File: config.mk
export PLATFORM = sky130hd
export DESIGN_NAME = dit_regs
export DESIGN_NICKNAME = d
export VERILOG_FILES = /design/src/verilog/dit_pkg.sv /design/src/verilog/dit_regs.sv
export SDC_FILE = /design/constraint.sdc
export NUM_CORES = 1
export LEC_CHECK = 0
export ABC_AREA = 1
export CORE_UTILIZATION = 25
export CTS_BUF_LIST = sky130_fd_sc_hd__clkbuf_4 sky130_fd_sc_hd__clkbuf_8
export DETAILED_ROUTE_END_ITERATION = 16
export DONT_BUFFER_PORTS = 1
export GPL_TIMING_DRIVEN = 0
export PLACE_DENSITY = 0.48
export SYNTH_ARGS = -nofsm -noshare
export SYNTH_HDL_FRONTEND = slang
export SYNTH_SLANG_ARGS = --single-unit
export TNS_END_PERCENT = 30
File: constraint.sdc
create_clock -name clock -period 1.9 [get_ports clock]
set_input_delay 0.285 -clock clock [delete_from_list [all_inputs] [get_ports clock]]
set_output_delay 0.285 -clock clock [all_outputs]
set_load 0.005 [all_outputs]
File: src/verilog/dit_pkg.sv
package dit_pkg;

  // ---------------------------------------------------------------
  // Register offsets (byte addresses)
  // ---------------------------------------------------------------
  localparam logic [11:0] OFS_TEST_MODE_CONTROL = 12'h500;
  localparam logic [11:0] OFS_IRQ_TEST_OUTPUT   = 12'h50C;
  localparam logic [11:0] OFS_PERIPH_IDENT_WORD2 = 12'hFE8;
  localparam logic [11:0] OFS_PERIPH_CONFIG_WORD = 12'hFEC;
  localparam logic [11:0] OFS_CELL_IDENT_BYTE0  = 12'hFF0;
  localparam logic [11:0] OFS_CELL_IDENT_BYTE1  = 12'hFF4;
  localparam logic [11:0] OFS_CELL_IDENT_BYTE2  = 12'hFF8;
  localparam logic [11:0] OFS_CELL_IDENT_BYTE3  = 12'hFFC;

  // ---------------------------------------------------------------
  // Identification values
  // ---------------------------------------------------------------
  // Arbitrary neutral values; not any real maker's codes.
  localparam logic [3:0]  REVISION_NUMBER  = 4'h0;
  localparam logic [3:0]  MAKER_CODE_HIGH  = 4'h0;
  localparam logic [31:0] CELL_IDENT_VALUE = 32'h00000000;

  // ---------------------------------------------------------------
  // Configuration byte fields
  // ---------------------------------------------------------------
  localparam logic       CFG_REQUESTORS_16  = 1'b0;
  localparam logic [2:0] CFG_BUS_WIDTH_32   = 3'h0;
  localparam logic       CFG_TWO_MASTERS    = 1'b1;
  localparam logic [2:0] CFG_CHANNEL_FIELD  = 3'h2;

  // ---------------------------------------------------------------
  // Test register layout
  // ---------------------------------------------------------------
  localparam int          TEST_CTRL_WIDTH  = 16;
  localparam int          TEST_ENABLE_BIT  = 0;
  localparam int          IRQ_TC_BIT       = 0;
  localparam int          IRQ_ERR_BIT      = 1;
  localparam logic [15:0] TEST_CTRL_RESET  = 16'h0000;
  localparam logic [1:0]  IRQ_TEST_RESET   = 2'h0;

  typedef struct packed {
    logic [15:0] test_mode_control_q;
    logic [1:0]  irq_test_output_q;
    logic [31:0] prdata_q;
  } dit_state_type;

  typedef struct packed {
    logic        error_irq;
    logic        terminal_count_irq;
  } dit_irq_type;

endpackage : dit_pkg

File: src/verilog/dit_regs.sv
// ---------------------------------------------------------------
// Overview of operation
// ---------------------------------------------------------------
// Overview of operation
// - Cell ident words 0xFF0-0xFFC each give one byte of a 32-bit value.
// - Word 0xFE8 gives the revision in bits 7:4 and maker code in 3:0.
// - Word 0xFEC gives the build configuration in its low byte.
// - Configuration bit 7 reads zero, meaning 16 requestors.
// - Configuration bits 6:4 read 000, meaning a 32-bit master bus.
// - Configuration bit 3 reads one, meaning two bus masters.
// - Configuration bits 2:0 always read 010.
// - The cell ident value is fixed, ignores writes and needs no reset.
// - The 16-bit read/write test control at 0x500 clears on reset.
// - Test control bit 0 puts test registers in place of functional logic.
// - In test mode word 0x50C drives and reads back the irq outputs.
//
// Decided for this implementation: the APB register port.
`timescale 1ns/1ns
`default_nettype none

module dit_regs (
  input  wire logic        clock,
  input  wire logic        srst,
  input  wire logic        clk_en,
  input  wire logic        psel,
  input  wire logic        penable,
  input  wire logic        pwrite,
  input  wire logic [11:0] paddr,
  input  wire logic [31:0] pwdata,
  output logic      [31:0] prdata,
  output logic             pready,
  output logic             pslverr,
  input  wire logic        func_error_irq,
  input  wire logic        func_terminal_count_irq,
  output logic             error_irq_out,
  output logic             terminal_count_irq_out,
  output logic             test_mode
);

  // ---------------------------------------------------------------
  // Decode helpers
  // ---------------------------------------------------------------
  function automatic logic is_mapped(input logic [11:0] a);
    case (a)
      dit_pkg::OFS_TEST_MODE_CONTROL,
      dit_pkg::OFS_IRQ_TEST_OUTPUT,
      dit_pkg::OFS_PERIPH_IDENT_WORD2,
      dit_pkg::OFS_PERIPH_CONFIG_WORD,
      dit_pkg::OFS_CELL_IDENT_BYTE0,
      dit_pkg::OFS_CELL_IDENT_BYTE1,
      dit_pkg::OFS_CELL_IDENT_BYTE2,
      dit_pkg::OFS_CELL_IDENT_BYTE3: is_mapped = 1'b1;
      default:                       is_mapped = 1'b0;
    endcase
  endfunction : is_mapped

  // ---------------------------------------------------------------
  // State
  // ---------------------------------------------------------------
  dit_pkg::dit_state_type state_q;
  dit_pkg::dit_state_type state_d;
  dit_pkg::dit_irq_type   irq_mux;
  logic                   access;
  logic [7:0]             config_byte;
  logic [31:0]            cell_word;
  logic [31:0]            rd_value;

  assign access  = psel && penable;
  assign pready  = 1'b1;
  assign pslverr = access && !is_mapped(paddr);

  assign test_mode = state_q.test_mode_control_q[dit_pkg::TEST_ENABLE_BIT];

  // Functional sources pass through unless test mode overrides them.
  always_comb begin
    if (test_mode) begin
      irq_mux.error_irq          = state_q.irq_test_output_q[dit_pkg::IRQ_ERR_BIT];
      irq_mux.terminal_count_irq = state_q.irq_test_output_q[dit_pkg::IRQ_TC_BIT];
    end else begin
      irq_mux.error_irq          = func_error_irq;
      irq_mux.terminal_count_irq = func_terminal_count_irq;
    end
  end

  assign error_irq_out          = irq_mux.error_irq;
  assign terminal_count_irq_out = irq_mux.terminal_count_irq;

  // Channel field 010 denotes eight channels.
  assign config_byte = {dit_pkg::CFG_REQUESTORS_16,
                        dit_pkg::CFG_BUS_WIDTH_32,
                        dit_pkg::CFG_TWO_MASTERS,
                        dit_pkg::CFG_CHANNEL_FIELD};

  // Constant, so no reset and no write path can disturb it.
  assign cell_word = dit_pkg::CELL_IDENT_VALUE;

  // ---------------------------------------------------------------
  // Read mux
  // ---------------------------------------------------------------
  // Undefined upper bits read as zero.
  always_comb begin
    rd_value = 32'h00000000;
    case (paddr)
      dit_pkg::OFS_TEST_MODE_CONTROL:
        rd_value = {16'h0000, state_q.test_mode_control_q};
      dit_pkg::OFS_IRQ_TEST_OUTPUT:
        rd_value = {30'h00000000, irq_mux.error_irq,
                    irq_mux.terminal_count_irq};
      dit_pkg::OFS_PERIPH_IDENT_WORD2:
        rd_value = {24'h000000, dit_pkg::REVISION_NUMBER,
                    dit_pkg::MAKER_CODE_HIGH};
      dit_pkg::OFS_PERIPH_CONFIG_WORD:
        rd_value = {24'h000000, config_byte};
      dit_pkg::OFS_CELL_IDENT_BYTE0:
        rd_value = {24'h000000, cell_word[7:0]};
      dit_pkg::OFS_CELL_IDENT_BYTE1:
        rd_value = {24'h000000, cell_word[15:8]};
      dit_pkg::OFS_CELL_IDENT_BYTE2:
        rd_value = {24'h000000, cell_word[23:16]};
      dit_pkg::OFS_CELL_IDENT_BYTE3:
        rd_value = {24'h000000, cell_word[31:24]};
      default:
        rd_value = 32'h00000000;
    endcase
  end

  // Read data is registered in the setup cycle so it is stable in access.
  always_comb begin
    state_d = state_q;
    if (psel && !penable && !pwrite) begin
      state_d.prdata_q = rd_value;
    end
    if (access && pwrite) begin
      case (paddr)
        dit_pkg::OFS_TEST_MODE_CONTROL:
          // Only bit 0 has meaning; software keeps the rest zero.
          state_d.test_mode_control_q = pwdata[15:0];
        dit_pkg::OFS_IRQ_TEST_OUTPUT:
          state_d.irq_test_output_q = pwdata[1:0];
        default:
          state_d = state_d;
      endcase
    end
  end

  always_ff @(posedge clock) begin
    if (srst) begin
      state_q.test_mode_control_q <= dit_pkg::TEST_CTRL_RESET;
      state_q.irq_test_output_q   <= dit_pkg::IRQ_TEST_RESET;
      state_q.prdata_q            <= 32'h00000000;
    end else if (clk_en) begin
      state_q <= state_d;
    end
  end

  assign prdata = state_q.prdata_q;

endmodule : dit_regs

`default_nettype wire
== Word-level counts from Yosys, hierarchy flattened ==
Cells that the tools add are included.
Storage, ports and cells
  output and inout port bits: 37
  flip-flop bits (word level): 50
  bits of input ports: 52
  memory bits (read-only): 0
  RAM bits: 0
  bits in latches: 0
  memories: 0
Cells by class
  reduce and logical (&&, ||, !) cells: 11
  multipliers: 0
  eq/ne operators: 8
  shift operators: 0
  add/subtract/negate cells: 0
  muxes and demuxes: 4
  div/mod/pow operators: 0
  $lt $le $gt $ge: 0
  bitwise gates (word level): 0
Operator list (count)
  12-bit equality test (second input constant): 6
  16-bit case mux with 3 select lines: 1
  32-bit 2-to-1 mux: 1
  12-bit by 11-bit equality test with 1-bit output (second input constant): 2
  8-bit OR reduction: 1
  3-bit AND reduction: 2
  1-bit logical AND: 5
  1-bit logical NOT: 3
  2-bit 2-to-1 mux: 1
  1-bit 2-to-1 mux: 1

== Longest topological paths before layout ==
Gate-level depths: netlist of run 1.
  word-level depth: 5
  mapped depth: 10
  mapped depth without buffers: 9

== Least setup slack after synthesis of run 1 ==
No wires, ideal clock.
  path type: input port to flip-flop
  from: in paddr[1]
  to: reg state_q[38] (netlist bit)
  path slack: 0.677 ns
  stages: 9
  required time: 1.787 ns
  arrival: 1.110 ns
  cell sequence: nor2_2 nand2_1 nor2_1 nand2_2 clkinv_2 nand2_4 buf_2 nor2_1 nor2_1
Between the ends
  cells in the longest elaborated chain, start to end: 2
RTL lines
  from (decl): line dit_regs.sv:28  | input wire logic [11:0] paddr,
  12-bit by 11-bit equality test with 1-bit output: line dit_regs.sv:134  | case (paddr)
  3-bit AND reduction (no line)
  to (signal assigned): line dit_regs.sv:152  | state_q <= state_d;
  to (decl): line dit_regs.sv:60  | dit_pkg::dit_state_type state_q;
Every way passes these cells.
A chain may end at the register's enable or synchronous reset.

== Worst setup path in the final report of run 1 ==
  from: reg state_q, in the netlist test_mode
  to: out error_irq_out
Between the ends
  cells in the longest elaborated chain, start to end: 1
RTL lines
  2-bit 2-to-1 mux: line dit_regs.sv:76  | if (test_mode) begin
  to (decl): line dit_regs.sv:35  | output logic error_irq_out,
Every way passes these cells.

==> results.md, run 1 <==
| Quantity | Value | Unit |
| --- | --- | --- |
| Result of the run | finished clean | - |
| Count of different cell masters after synthesis | 21 | - |
| Placement Rows | 30 | - |
| Area Overhead vs Synth | 16.24 | % |
| Max cap viols | 0 | - |
| Count of clock tree sinks | 34 | - |
| Deepest level of the CTS H-tree | 2 | - |
| Yosys top cell by area | sky130_fd_sc_hd__dfxtp_1 | - |
| Share of post-route cells with drive strength above 1 | 18.37 | % |
| Die W | 86.36 | µm |
| Starting Density | 26.04 | % |
| Count of buffers added by post-CTS timing repair for setup | 0 | - |
| Number of detailed-route iterations in the first pass | 4 | - |
| Setup repair after global routing missed its margin | false | - |
| Number of input and output port buffers inserted | 0 | - |
| Worst voltage drop across the vdd grid | 0.0002078 | V |
| CTS tree | built | - |
| Area share of the leading cell type in the synthesized netlist | 38.26 | % |
| FF-to-FF setup slack | 630 | ps |
| Mean area per synthesized cell | 6.817 | µm² |
| Number of buffers created by CTS | 5 | - |
| Most common cell after layout, fill and taps aside | sky130_fd_sc_hd__nand2_1 | - |
| Global placer's final weighted congestion | 0.7471 | - |
| Total vias in the final route | 1420 | - |
| First DRT Iteration DRCs | 50 | - |
| Total count of max-transition violations in the final report | 0 | - |
| Clock slew at the register clock pins of the worst setup and hold paths | 60 | ps |
| Largest fanout of any net on the critical path | 6 | - |
| Class of the most critical hold timing path | in2reg | - |
| Die Span Y | 86.36 | µm |
| Cell area after technology mapping | 1779 | µm² |
| Setup tns final | 0 | ps |
| Synthesized instance count | 261 | - |
| Count of nets left with antenna violations after detail routing | 0 | - |
| Remaining DRCs | 0 | - |
| Power per cell area | 721.6 | nW/µm² |
| Capturing element type of the critical path | output port | - |
| Post-synth top flop | sky130_fd_sc_hd__dfxtp_1 | - |
| GRT Residual Overflow | 0 | - |
| Synth Warn # | 0 | - |
| Later-pin clock latency in the skew report | 280 | ps |
| Area of the multi-input gates | 752.0 | µm² |
| Hold_ws | 64.58 | ps |
| Clock Path Buffers | 2 | - |
| Max frequency | 737.0 | MHz |
| Total of hold buffers inserted after clock tree synthesis | 0 | - |
| Fill cell count | 815 | - |
| Pwr Total | 1.492 | mW |
| Placed wire-length estimate | 3033 | µm |
| Diodes inserted | 0 | - |
| Setup ws final | 543.2 | ps |
| Sequential share of the synthesized area | 38.26 | % |
| Final setup violating endpoints | 0 | - |
| Area of the placeable core | 6832 | µm² |
| Number of antenna violations at the first check in global routing | 0 | - |
| Drt wl/cell | 10.33 | µm |
| Clock skew after layout | 2.429 | ps |
| Portion of the clock cycle consumed by the worst path in the final layout | 71.41 | % |
| Post-detailed-route via-to-cell ratio | 3.747 | - |
| Number of enable-type register cells in the synthesized netlist | 0 | - |
| Number of failing hold endpoints at the final stage | 0 | - |
| Post-Route Utilization | 30.27 | % |
| Root Driver | sky130_fd_sc_hd__clkbuf_8 | - |
| First-pass GRT wire length | 6361 | µm |
| GRT Overall Usage | 11.29 | % |
| Number of global-route vias before repair | 1326 | - |
| Leading cell types by total area after synthesis | sky130_fd_sc_hd__dfxtp_1 38%, sky130_fd_sc_hd__buf_4 14%, sky130_fd_sc_hd__nand2_1 13% | - |
| Final net count | 335 | - |
| Async S/R FF share, synth | 0 | % |
| Period minus WS final | 1357 | ps |
| Flip-flop and latch count after synthesis | 34 | - |
| Worst EP arrival | 1070 | ps |
| Worst-case setup slack after placement | 469.2 | ps |
| Routed WL | 3916 | µm |
| FF+latch area | 680.7 | µm² |
| Total Die Area | 7458 | µm² |
| Quantity of gates resized following cts | 0 | - |
| Highest-count cells in the layout ignoring fill and taps | 63 x sky130_fd_sc_hd__nand2_1, 41 x sky130_fd_sc_hd__nor2_1, 34 x sky130_fd_sc_hd__buf_4, 34 x sky130_fd_sc_hd__dfxtp_1, 24 x sky130_fd_sc_hd__inv_1 | - |
| Worst reg2reg path startpoint | test_mode$_SDFFE_PP0P_ | - |
| Static leakage | 1.019 | nW |
| Required time worst endpoint | 1620 | ps |
| CP startpoint kind | register | - |
| Number of I/O pins | 89 | - |
| Crit Path Class | reg2out | - |
| Pin count of the biggest net entering global routing | 11 | - |
| Launch point of the worst path | test_mode$_SDFFE_PP0P_ | - |
| Min-delay src | srst | - |
==> where the power goes <==
group / switching (mW) / internal [mW] / leakage, nW
Sequential: 0.00496 / 0.723 / 0.275
Combinational: 0.0503 / 0.0484 / 0.687
Clock: 0.247 / 0.419 / 0.0573
==> final cells by class <==
type | instances | share of cell area (%)
inverter | 25 | 4.598
sequential | 34 | 32.91
clock buffer | 6 | 3.993
buffer | 43 | 14.88
tap | 96 | 5.808
clock inverter | 1 | 1.452
multi-input combinational | 174 | 36.36
==> sequential cells by signal, indices dropped and copies added, names as in the netlist <==
| signal | flops |
|---|---|
| prdata | 16 |
| test_mode | 1 |
| state_q | 17 |
==> worst max-delay path, cell delays in order (launching register included) <==
cell and delay (ps):
sky130_fd_sc_hd__dfxtp_1 350, sky130_fd_sc_hd__inv_1 110, sky130_fd_sc_hd__o21ai_0 330
==> metal layers <==
layer / vias to the layer above / global-route usage (%) / share of wire [%]
li1: 794 / - / -
met2: 41 / 16.88 / 43
met4: 0 / 5.152 / 2.4
met3: 8 / 5.429 / 9.8
met5: - / 0 / 0
met1: 577 / 13.68 / 45
==> cells by family after synthesis <==
family	count (synthesis)	synth area share [%]
simple gates	119	27.57
buf+inv	68	22.64
compound gates	38	11.11
flops	34	38.26
other cells	2	0.4221
==> final timing paths <==
kind | to | cells after the start
worst max-delay path | error_irq_out | 2
worst min-delay path | prdata[1]$_SDFFE_PP0P_ | 1
worst max register to register | prdata[0]$_SDFFE_PP0P_ | 6
worst min register to register | prdata[1]$_SDFFE_PP0P_ | 2
==> metrics by stage <==
stage          std cells  cell area, µm²
5_1_grt              379            2068
3_3_place_gp         372            1956
4_1_cts              379            2068
2_1_floorplan        276            1836
6_report             379            2068
3_5_place_dp         372            1956
==> cell usage after synthesis, types with 2 or more instances <==
cell type,count
sky130_fd_sc_hd__buf_2,3
sky130_fd_sc_hd__buf_6,2
sky130_fd_sc_hd__nor2_1,41
sky130_fd_sc_hd__nand3_1,8
sky130_fd_sc_hd__buf_4,34
sky130_fd_sc_hd__dfxtp_1,34
sky130_fd_sc_hd__conb_1,2
sky130_fd_sc_hd__o21ai_0,19
sky130_fd_sc_hd__a21oi_1,17
sky130_fd_sc_hd__nor3_1,2
sky130_fd_sc_hd__inv_1,24
sky130_fd_sc_hd__nand2_1,63
sky130_fd_sc_hd__clkbuf_1,4
Power figures use the tool's default switching activity.
==> run 2, diff against run 1 <==
--- a/config.mk
+++ b/config.mk
@@ -11,7 +11,7 @@
 export DETAILED_ROUTE_END_ITERATION = 16
 export DONT_BUFFER_PORTS = 1
 export GPL_TIMING_DRIVEN = 0
-export PLACE_DENSITY = 0.48
+export PLACE_DENSITY = 0.5
 export SYNTH_ARGS = -nofsm -noshare
 export SYNTH_HDL_FRONTEND = slang
 export SYNTH_SLANG_ARGS = --single-unit
==> constraint.sdc (replaced) <==
create_clock -name clock -period 1.2 [get_ports clock]
set_input_delay 0.18 -clock clock [delete_from_list [all_inputs] [get_ports clock]]
set_output_delay 0.18 -clock clock [all_outputs]
set_load 0.005 [all_outputs]
==> results.md, run 2 (synthesis results as in run 1) <==
| Quantity | Value | Unit | Change |
| --- | --- | --- | --- |
| Highest-count cells in the layout ignoring fill and taps | 63 x sky130_fd_sc_hd__nand2_1, 41 x sky130_fd_sc_hd__nor2_1, 35 x sky130_fd_sc_hd__buf_4 | - |  |
| Number of I/O pins | 89 | - | unchanged |
| Reg-to-Reg End | prdata[1]$_SDFFE_PP0P_ | - |  |
| Post-detailed-route via-to-cell ratio | 3.757 | - | +0.26% |
| Max frequency | 916.5 | MHz |  |
| Reg2reg path depth | 6 | - | unchanged |
| Crit Path Class | reg2out | - |  |
| Largest incremental delay on the critical path | 370 | ps | +20 ps |
| Capturing element type of the critical path | output port | - |  |
| Clock Path Buffers | 2 | - | unchanged |
| Routed WL | 3796 | µm | -3.1% |
| FF-to-FF setup slack | 120 | ps | -510 ps |
| Worst reg2reg path startpoint | test_mode$_SDFFE_PP0P_ | - |  |
| Root Driver | sky130_fd_sc_hd__clkbuf_8 | - |  |
| Result of the run | finished clean | - |  |
| Number of cells in the finished layout apart from fillers | 382 | - | +0.79% |
| Die Span Y | 86.36 | µm | unchanged |
| CTS tree | built | - |  |
| Largest fanout of any net on the critical path | 5 | - | -1 |
| Remaining DRCs | 0 | - | unchanged |
| Global placer's final weighted congestion | 0.7549 | - | +1.0% |
| Number of input and output port buffers inserted | 0 | - | unchanged |
| Total Die Area | 7458 | µm² | unchanged |
| Setup tns final | 0 | ps | unchanged |
| GRT Overall Usage | 10.81 | % | -0.49 points |
| Series of cell instances along the critical path | inv_2, o21ai_2 | - |  |
| Number of buffers created by CTS | 5 | - | unchanged |
| Hold_ws | 29.62 | ps | -34.96 ps |
| Min-delay src | pwdata[9] | - |  |
| Count of clock tree sinks | 34 | - | unchanged |
| Number of buffers and inverters on the critical path | 1 | - | unchanged |
| Worst voltage drop across the vdd grid | 0.0003389 | V | +63% |
| Area of the placeable core | 6832 | µm² | unchanged |
| Number of flip-flops in the largest register | 17 | - | unchanged |
| Die W | 86.36 | µm | unchanged |
| First-pass GRT wire length | 6230 | µm | -2.1% |
| Later-pin clock latency in the skew report | 280 | ps | about the same |
| CP startpoint kind | register | - |  |
| Pin count of the biggest net entering global routing | 12 | - | +1 |
| Kind of cell adding the most delay to the critical path | flip-flops | - |  |
| Critical-path top delay cell | sky130_fd_sc_hd__dfxtp_1 | - |  |
| Diodes inserted | 0 | - | unchanged |
| Share of post-route cells with drive strength above 1 | 19.93 | % | +1.6 points |
| Number of failing hold endpoints at the final stage | 0 | - | unchanged |
| Number of antenna violations at the first check in global routing | 0 | - | unchanged |
| Timing endpoint of the critical path | error_irq_out | - |  |
| Required time worst endpoint | 1020 | ps | -600 ps |
| Setup repair after global routing missed its margin | true | - |  |
| Count of nets left with antenna violations after detail routing | 0 | - | unchanged |
| Placement Rows | 30 | - | unchanged |
| Deepest level of the CTS H-tree | 2 | - | unchanged |
| Launch point of the worst path | test_mode$_SDFFE_PP0P_ | - |  |
| Starting Density | 26.04 | % | unchanged |
| Total count of max-transition violations in the final report | 0 | - | unchanged |
| Number of global-route vias before repair | 1327 | - | +0.075% |
| Number of detailed-route iterations in the first pass | 4 | - | unchanged |
| First DRT Iteration DRCs | 77 | - | +54% |
| Worst EP arrival | 910 | ps | -160 ps |
| Clock slew at the register clock pins of the worst setup and hold paths | 70 | ps | about the same |
| Class of the most critical hold timing path | in2reg | - |  |
| Placed wire-length estimate | 2966 | µm | -2.2% |
| Final net count | 337 | - | +0.60% |
| Post-route cell area | 2076 | µm² | +0.36% |
| Portion of the clock cycle consumed by the worst path in the final layout | 90.92 | % |  |
| Static leakage | 1.019 | nW | about the same |
| Area Overhead vs Synth | 16.67 | % |  |
| Final setup violating endpoints | 0 | - | unchanged |
| Placed cells | 372 | - | unchanged |
| GRT Residual Overflow | 0 | - | unchanged |
| Clock skew after layout | 5.411 | ps | +2.982 ps |
| Drt wl/cell | 9.937 | µm | -3.8% |
| Max cap viols | 0 | - | unchanged |
| Top register by number of flip-flops | state_q | - |  |
| Most common cell after layout, fill and taps aside | sky130_fd_sc_hd__nand2_1 | - |  |
| Number of stages on the worst setup path | 2 | - | unchanged |
| Period minus WS final | 1091 | ps |  |
| Placed cell area | 1956 | µm² | unchanged |
| Total vias in the final route | 1435 | - | +1.1% |
| Power per cell area | 1060 | nW/µm² | +47% |
run 2: timing repair:
item,CTS,global route
setup buffers,0,1
resized for setup,4,1
endpoints found under the hold margin,2,0
gates cloned,0,0
hold buffers,1,0
setup endpoints to repair,4,4
pin swaps,0,0
run 2: cell type report:
class,instances,area (µm²)
clock buffer,6,82.58
tap,96,120.1
sequential,34,680.7
fill,813,4756
timing repair buffer,2,17.52
clock inverter,2,12.51
inverter,25,95.09
buffer,43,307.8
multi-input combinational,174,759.5
run 2: power by group:
group | total [mW] | internal (mW) | leakage (nW) | switching, mW
clock | 0.887 | 0.461 | 0.0472 | 0.426
combinational | 0.162 | 0.0799 | 0.697 | 0.0818
sequential | 1.15 | 1.14 | 0.275 | 0.00726
run 2: per-stage QoR:
| step | util (%) | power, mW | setup WS (ps) |
|---|---|---|---|
| 4_1_cts | 30.27 | 2.237 | -3.977 |
| 3_3_place_gp | 28.63 | 1.333 | -123.0 |
| 3_5_place_dp | 28.63 | 1.334 | -143.7 |
| 6_report | 30.38 | 2.200 | 108.9 |
| 5_1_grt | 30.38 | 2.317 | -11.07 |
| 2_1_floorplan | - | 1.311 | 82.05 |
run 2: layer usage:
layer	GRT usage (%)	vias up	share of wire, %
li1	-	802	-
met1	13.55	590	46
met2	16.16	39	44
met3	4.952	4	9.2
met4	4.091	0	0.97
met5	0	-	0
run 2: worst min-delay path by stage:
| stage | to | slack, ps | cells after the start |
|---|---|---|---|
| floorplan | prdata[0]$_SDFFE_PP0P_ | 250 | 1 |
| global route | state_q[39]$_SDFFE_PP0P_ | 10 | 2 |
| CTS | state_q[43]$_SDFFE_PP0P_ | 20 | 2 |
| finish | state_q[43]$_SDFFE_PP0P_ | 30 | 2 |
| global placement | prdata[1]$_SDFFE_PP0P_ | 250 | 1 |
| detailed placement | prdata[1]$_SDFFE_PP0P_ | 250 | 1 |
==> run 3, diff against run 2 <==
--- a/config.mk
+++ b/config.mk
@@ -6,12 +6,14 @@
 export NUM_CORES = 1
 export LEC_CHECK = 0
 export ABC_AREA = 1
+export CELL_PAD_IN_SITES_DETAIL_PLACEMENT = 2
+export CELL_PAD_IN_SITES_GLOBAL_PLACEMENT = 2
 export CORE_UTILIZATION = 25
 export CTS_BUF_LIST = sky130_fd_sc_hd__clkbuf_4 sky130_fd_sc_hd__clkbuf_8
 export DETAILED_ROUTE_END_ITERATION = 16
 export DONT_BUFFER_PORTS = 1
 export GPL_TIMING_DRIVEN = 0
-export PLACE_DENSITY = 0.5
+export PLACE_DENSITY = 0.77
 export SYNTH_ARGS = -nofsm -noshare
 export SYNTH_HDL_FRONTEND = slang
 export SYNTH_SLANG_ARGS = --single-unit
==> constraint.sdc (replaced) <==
create_clock -name clock -period 1.2 [get_ports clock]
set_input_delay 0.12 -clock clock [delete_from_list [all_inputs] [get_ports clock]]
set_output_delay 0.12 -clock clock [all_outputs]
set_load 0.005 [all_outputs]
==> results.md, run 3 (synthesis results as in run 1) <==
| Quantity | Value | Unit | Change |
| --- | --- | --- | --- |
| Clock skew after layout | 5.184 | ps | -0.2264 ps |
| Total Die Area | 7458 | µm² | unchanged |
| Max frequency | 917.0 | MHz | about the same |
| Placement Rows | 30 | - | unchanged |
| Drt wl/cell | 12.54 | µm | +26% |
| Number of antenna violations at the first check in global routing | 0 | - | unchanged |
| Most frequent cell on the critical path | sky130_fd_sc_hd__nor2_1 | - |  |
| Area of the placeable core | 6832 | µm² | unchanged |
| Result of the run | finished clean | - |  |
| Power dissipated by switching net loads | 510.4 | µW | -0.90% |
| GRT Overall Usage | 14.16 | % | +3.3 points |
| Count of clock tree sinks | 34 | - | unchanged |
| Post-route cell area | 2275 | µm² | +9.6% |
| Total vias in the final route | 1655 | - | +15% |
| Die Span Y | 86.36 | µm | unchanged |
| Series of cell instances along the critical path | nor2_2, nand2_1, nor2_1, nand2_2, clkinv_2, nand2_4, buf_2, nor2_1, nor2_1 | - |  |
| GRT Residual Overflow | 0 | - | unchanged |
| Die W | 86.36 | µm | unchanged |
| Worst EP arrival | 1270 | ps | +360 ps |
| Number of detailed-route iterations in the first pass | 4 | - | unchanged |
| First DRT Iteration DRCs | 47 | - | -39% |
| Largest incremental delay on the critical path | 210 | ps | -160 ps |
| Clock network fraction of total power | 44.0 | % | +3.7 points |
| Sequential fraction of design power | 47.3 | % | -5.0 points |
| Pwr Total | 2.434 | mW | +11% |
| CP startpoint kind | input port | - |  |
| Clock slew at the register clock pins of the worst setup and hold paths | 70 | ps | about the same |
| Number of buffers created by CTS | 5 | - | unchanged |
| Period minus WS final | 1091 | ps | -0.5370 ps |
| Static leakage | 1.101 | nW | +8.0% |
| Worst-case setup slack after placement | -170.1 | ps | -26.48 ps |
| Critical-path top delay cell | sky130_fd_sc_hd__buf_2 | - |  |
| Routed WL | 4989 | µm | +31% |
| Count of nets left with antenna violations after detail routing | 0 | - | unchanged |
| Capturing element type of the critical path | register | - |  |
| Setup repair after global routing missed its margin | false | - |  |
| Setup ws final | 109.5 | ps | +0.5370 ps |
| Later-pin clock latency in the skew report | 280 | ps | about the same |
| Top register by number of flip-flops | state_q | - |  |
| Share of post-route cells with drive strength above 1 | 19.54 | % | -0.39 points |
| Net switching share of the total power | 20.97 | % | -2.4 points |
| Final net count | 354 | - | +5.0% |
| Fill cell count | 847 | - | +4.2% |
| Area Overhead vs Synth | 27.85 | % |  |
| Number of flip-flops in the largest register | 17 | - | unchanged |
| Clock Path Buffers | 2 | - | unchanged |
| Power per cell area | 1070 | nW/µm² | +0.99% |
| Portion of the clock cycle consumed by the worst path in the final layout | 90.88 | % | about the same |
| CTS tree | built | - |  |
| Placed wire-length estimate | 3645 | µm | +23% |
| Largest fanout of any net on the critical path | 10 | - | +5 |
| Final setup violating endpoints | 0 | - | unchanged |
| Root Driver | sky130_fd_sc_hd__clkbuf_8 | - |  |
| Total count of max-transition violations in the final report | 0 | - | unchanged |
| Crit Path Class | in2reg | - |  |
| Logic pwr share | 8.7 | % | +1.3 points |
| Post-Route Utilization | 33.30 | % | +2.9 points |
| Number of global-route vias before repair | 1685 | - | +27% |
| Pin count of the biggest net entering global routing | 11 | - | -1 |
| Remaining DRCs | 0 | - | unchanged |
| Worst voltage drop across the vdd grid | 0.0003259 | V | -3.8% |
| Number of failing hold endpoints at the final stage | 0 | - | unchanged |
| Post-detailed-route via-to-cell ratio | 4.158 | - | +11% |
| Class of the most critical hold timing path | in2reg | - |  |
| Required time worst endpoint | 1380 | ps | +360 ps |
| Placed cell area | 1956 | µm² | unchanged |
| Max cap viols | 0 | - | unchanged |
| First-pass GRT wire length | 8155 | µm | +31% |
| Highest-count cells in the layout ignoring fill and taps | 62 x sky130_fd_sc_hd__nand2_1, 41 x sky130_fd_sc_hd__nor2_1, 36 x sky130_fd_sc_hd__buf_4 | - |  |
| Diodes inserted | 0 | - | unchanged |
| Global placer's final weighted congestion | 0.6958 | - | -7.8% |
| Starting Density | 26.04 | % | unchanged |
| Deepest level of the CTS H-tree | 2 | - | unchanged |
| Number of input and output port buffers inserted | 0 | - | unchanged |
| Power Internal | 1.924 | mW | +14% |
| Most common cell after layout, fill and taps aside | sky130_fd_sc_hd__nand2_1 | - |  |
| Number of I/O pins | 89 | - | unchanged |
| Setup tns final | 0 | ps | unchanged |
[run 3: critical path, delay by kind of cell]
kind,cells,cell delay [ps]
simple gates,7,810
buf+inv,2,330
[run 3: layout make-up]
type	instances	area (µm²)	share of cell area, %
plain buffers	43	307.8	13.53
clock buffers	6	82.58	3.630
clock inverters	1	30.03	1.320
inverters	25	95.09	4.180
multi-input cells	174	773.2	33.99
flip-flops and latches	34	680.7	29.92
well taps	96	120.1	5.281
repair buffers	19	185.2	8.141
[run 3: path summary, 6_finish.rpt]
| path | start | endpoint | slack (ps) | cells after the start |
|---|---|---|---|---|
| hold / removal | pwdata[0] | state_q[32]$_SDFFE_PP0P_ | 50 | 2 |
| hold reg to reg | state_q[47]$_SDFFE_PP0P_ | prdata[13]$_SDFFE_PP0P_ | 470 | 2 |
| setup / recovery | paddr[1] | state_q[38]$_SDFFE_PP0P_ | 110 | 9 |
| setup reg to reg | test_mode$_SDFFE_PP0P_ | prdata[0]$_SDFFE_PP0P_ | 120 | 7 |
[run 3: power groups by stage]
| stage | Sequential [mW] | Clock [mW] | Combinational, mW |
|---|---|---|---|
| 3_5_place_dp | 1.18 | 0 | 0.160 |
| 2_1_floorplan | 1.17 | 0 | 0.136 |
| 3_3_place_gp | 1.18 | 0 | 0.155 |
| 4_1_cts | 1.15 | 1.10 | 0.207 |
| 5_1_grt | 1.15 | 1.16 | 0.236 |
| 6_report | 1.15 | 1.07 | 0.212 |
[run 3: what timing repair did]
action	4_1_cts	5_1_grt
pin swaps	0	0
endpoints found under the hold margin	18	0
setup buffers	0	2
gates cloned	0	0
resized for setup	2	6
endpoints found under the setup margin	2	3
hold buffers	17	0
[run 3: per-stage QoR]
| step | hold slack (ps) | instances |
|---|---|---|
| final | 45.64 | 398 |
| after global routing | 83.41 | 398 |
| after CTS | 37.17 | 396 |
| after detailed placement | 193.1 | 372 |
| after global placement | 191.2 | 372 |
| after floorplan | 189.1 | 276 |
[run 3: metal layers]
metal  GRT usage [%]  wire length [µm]
met5               0                 0
met4           5.000                74
met3           3.714               290
met2           24.82              2514
met1           16.65              2110
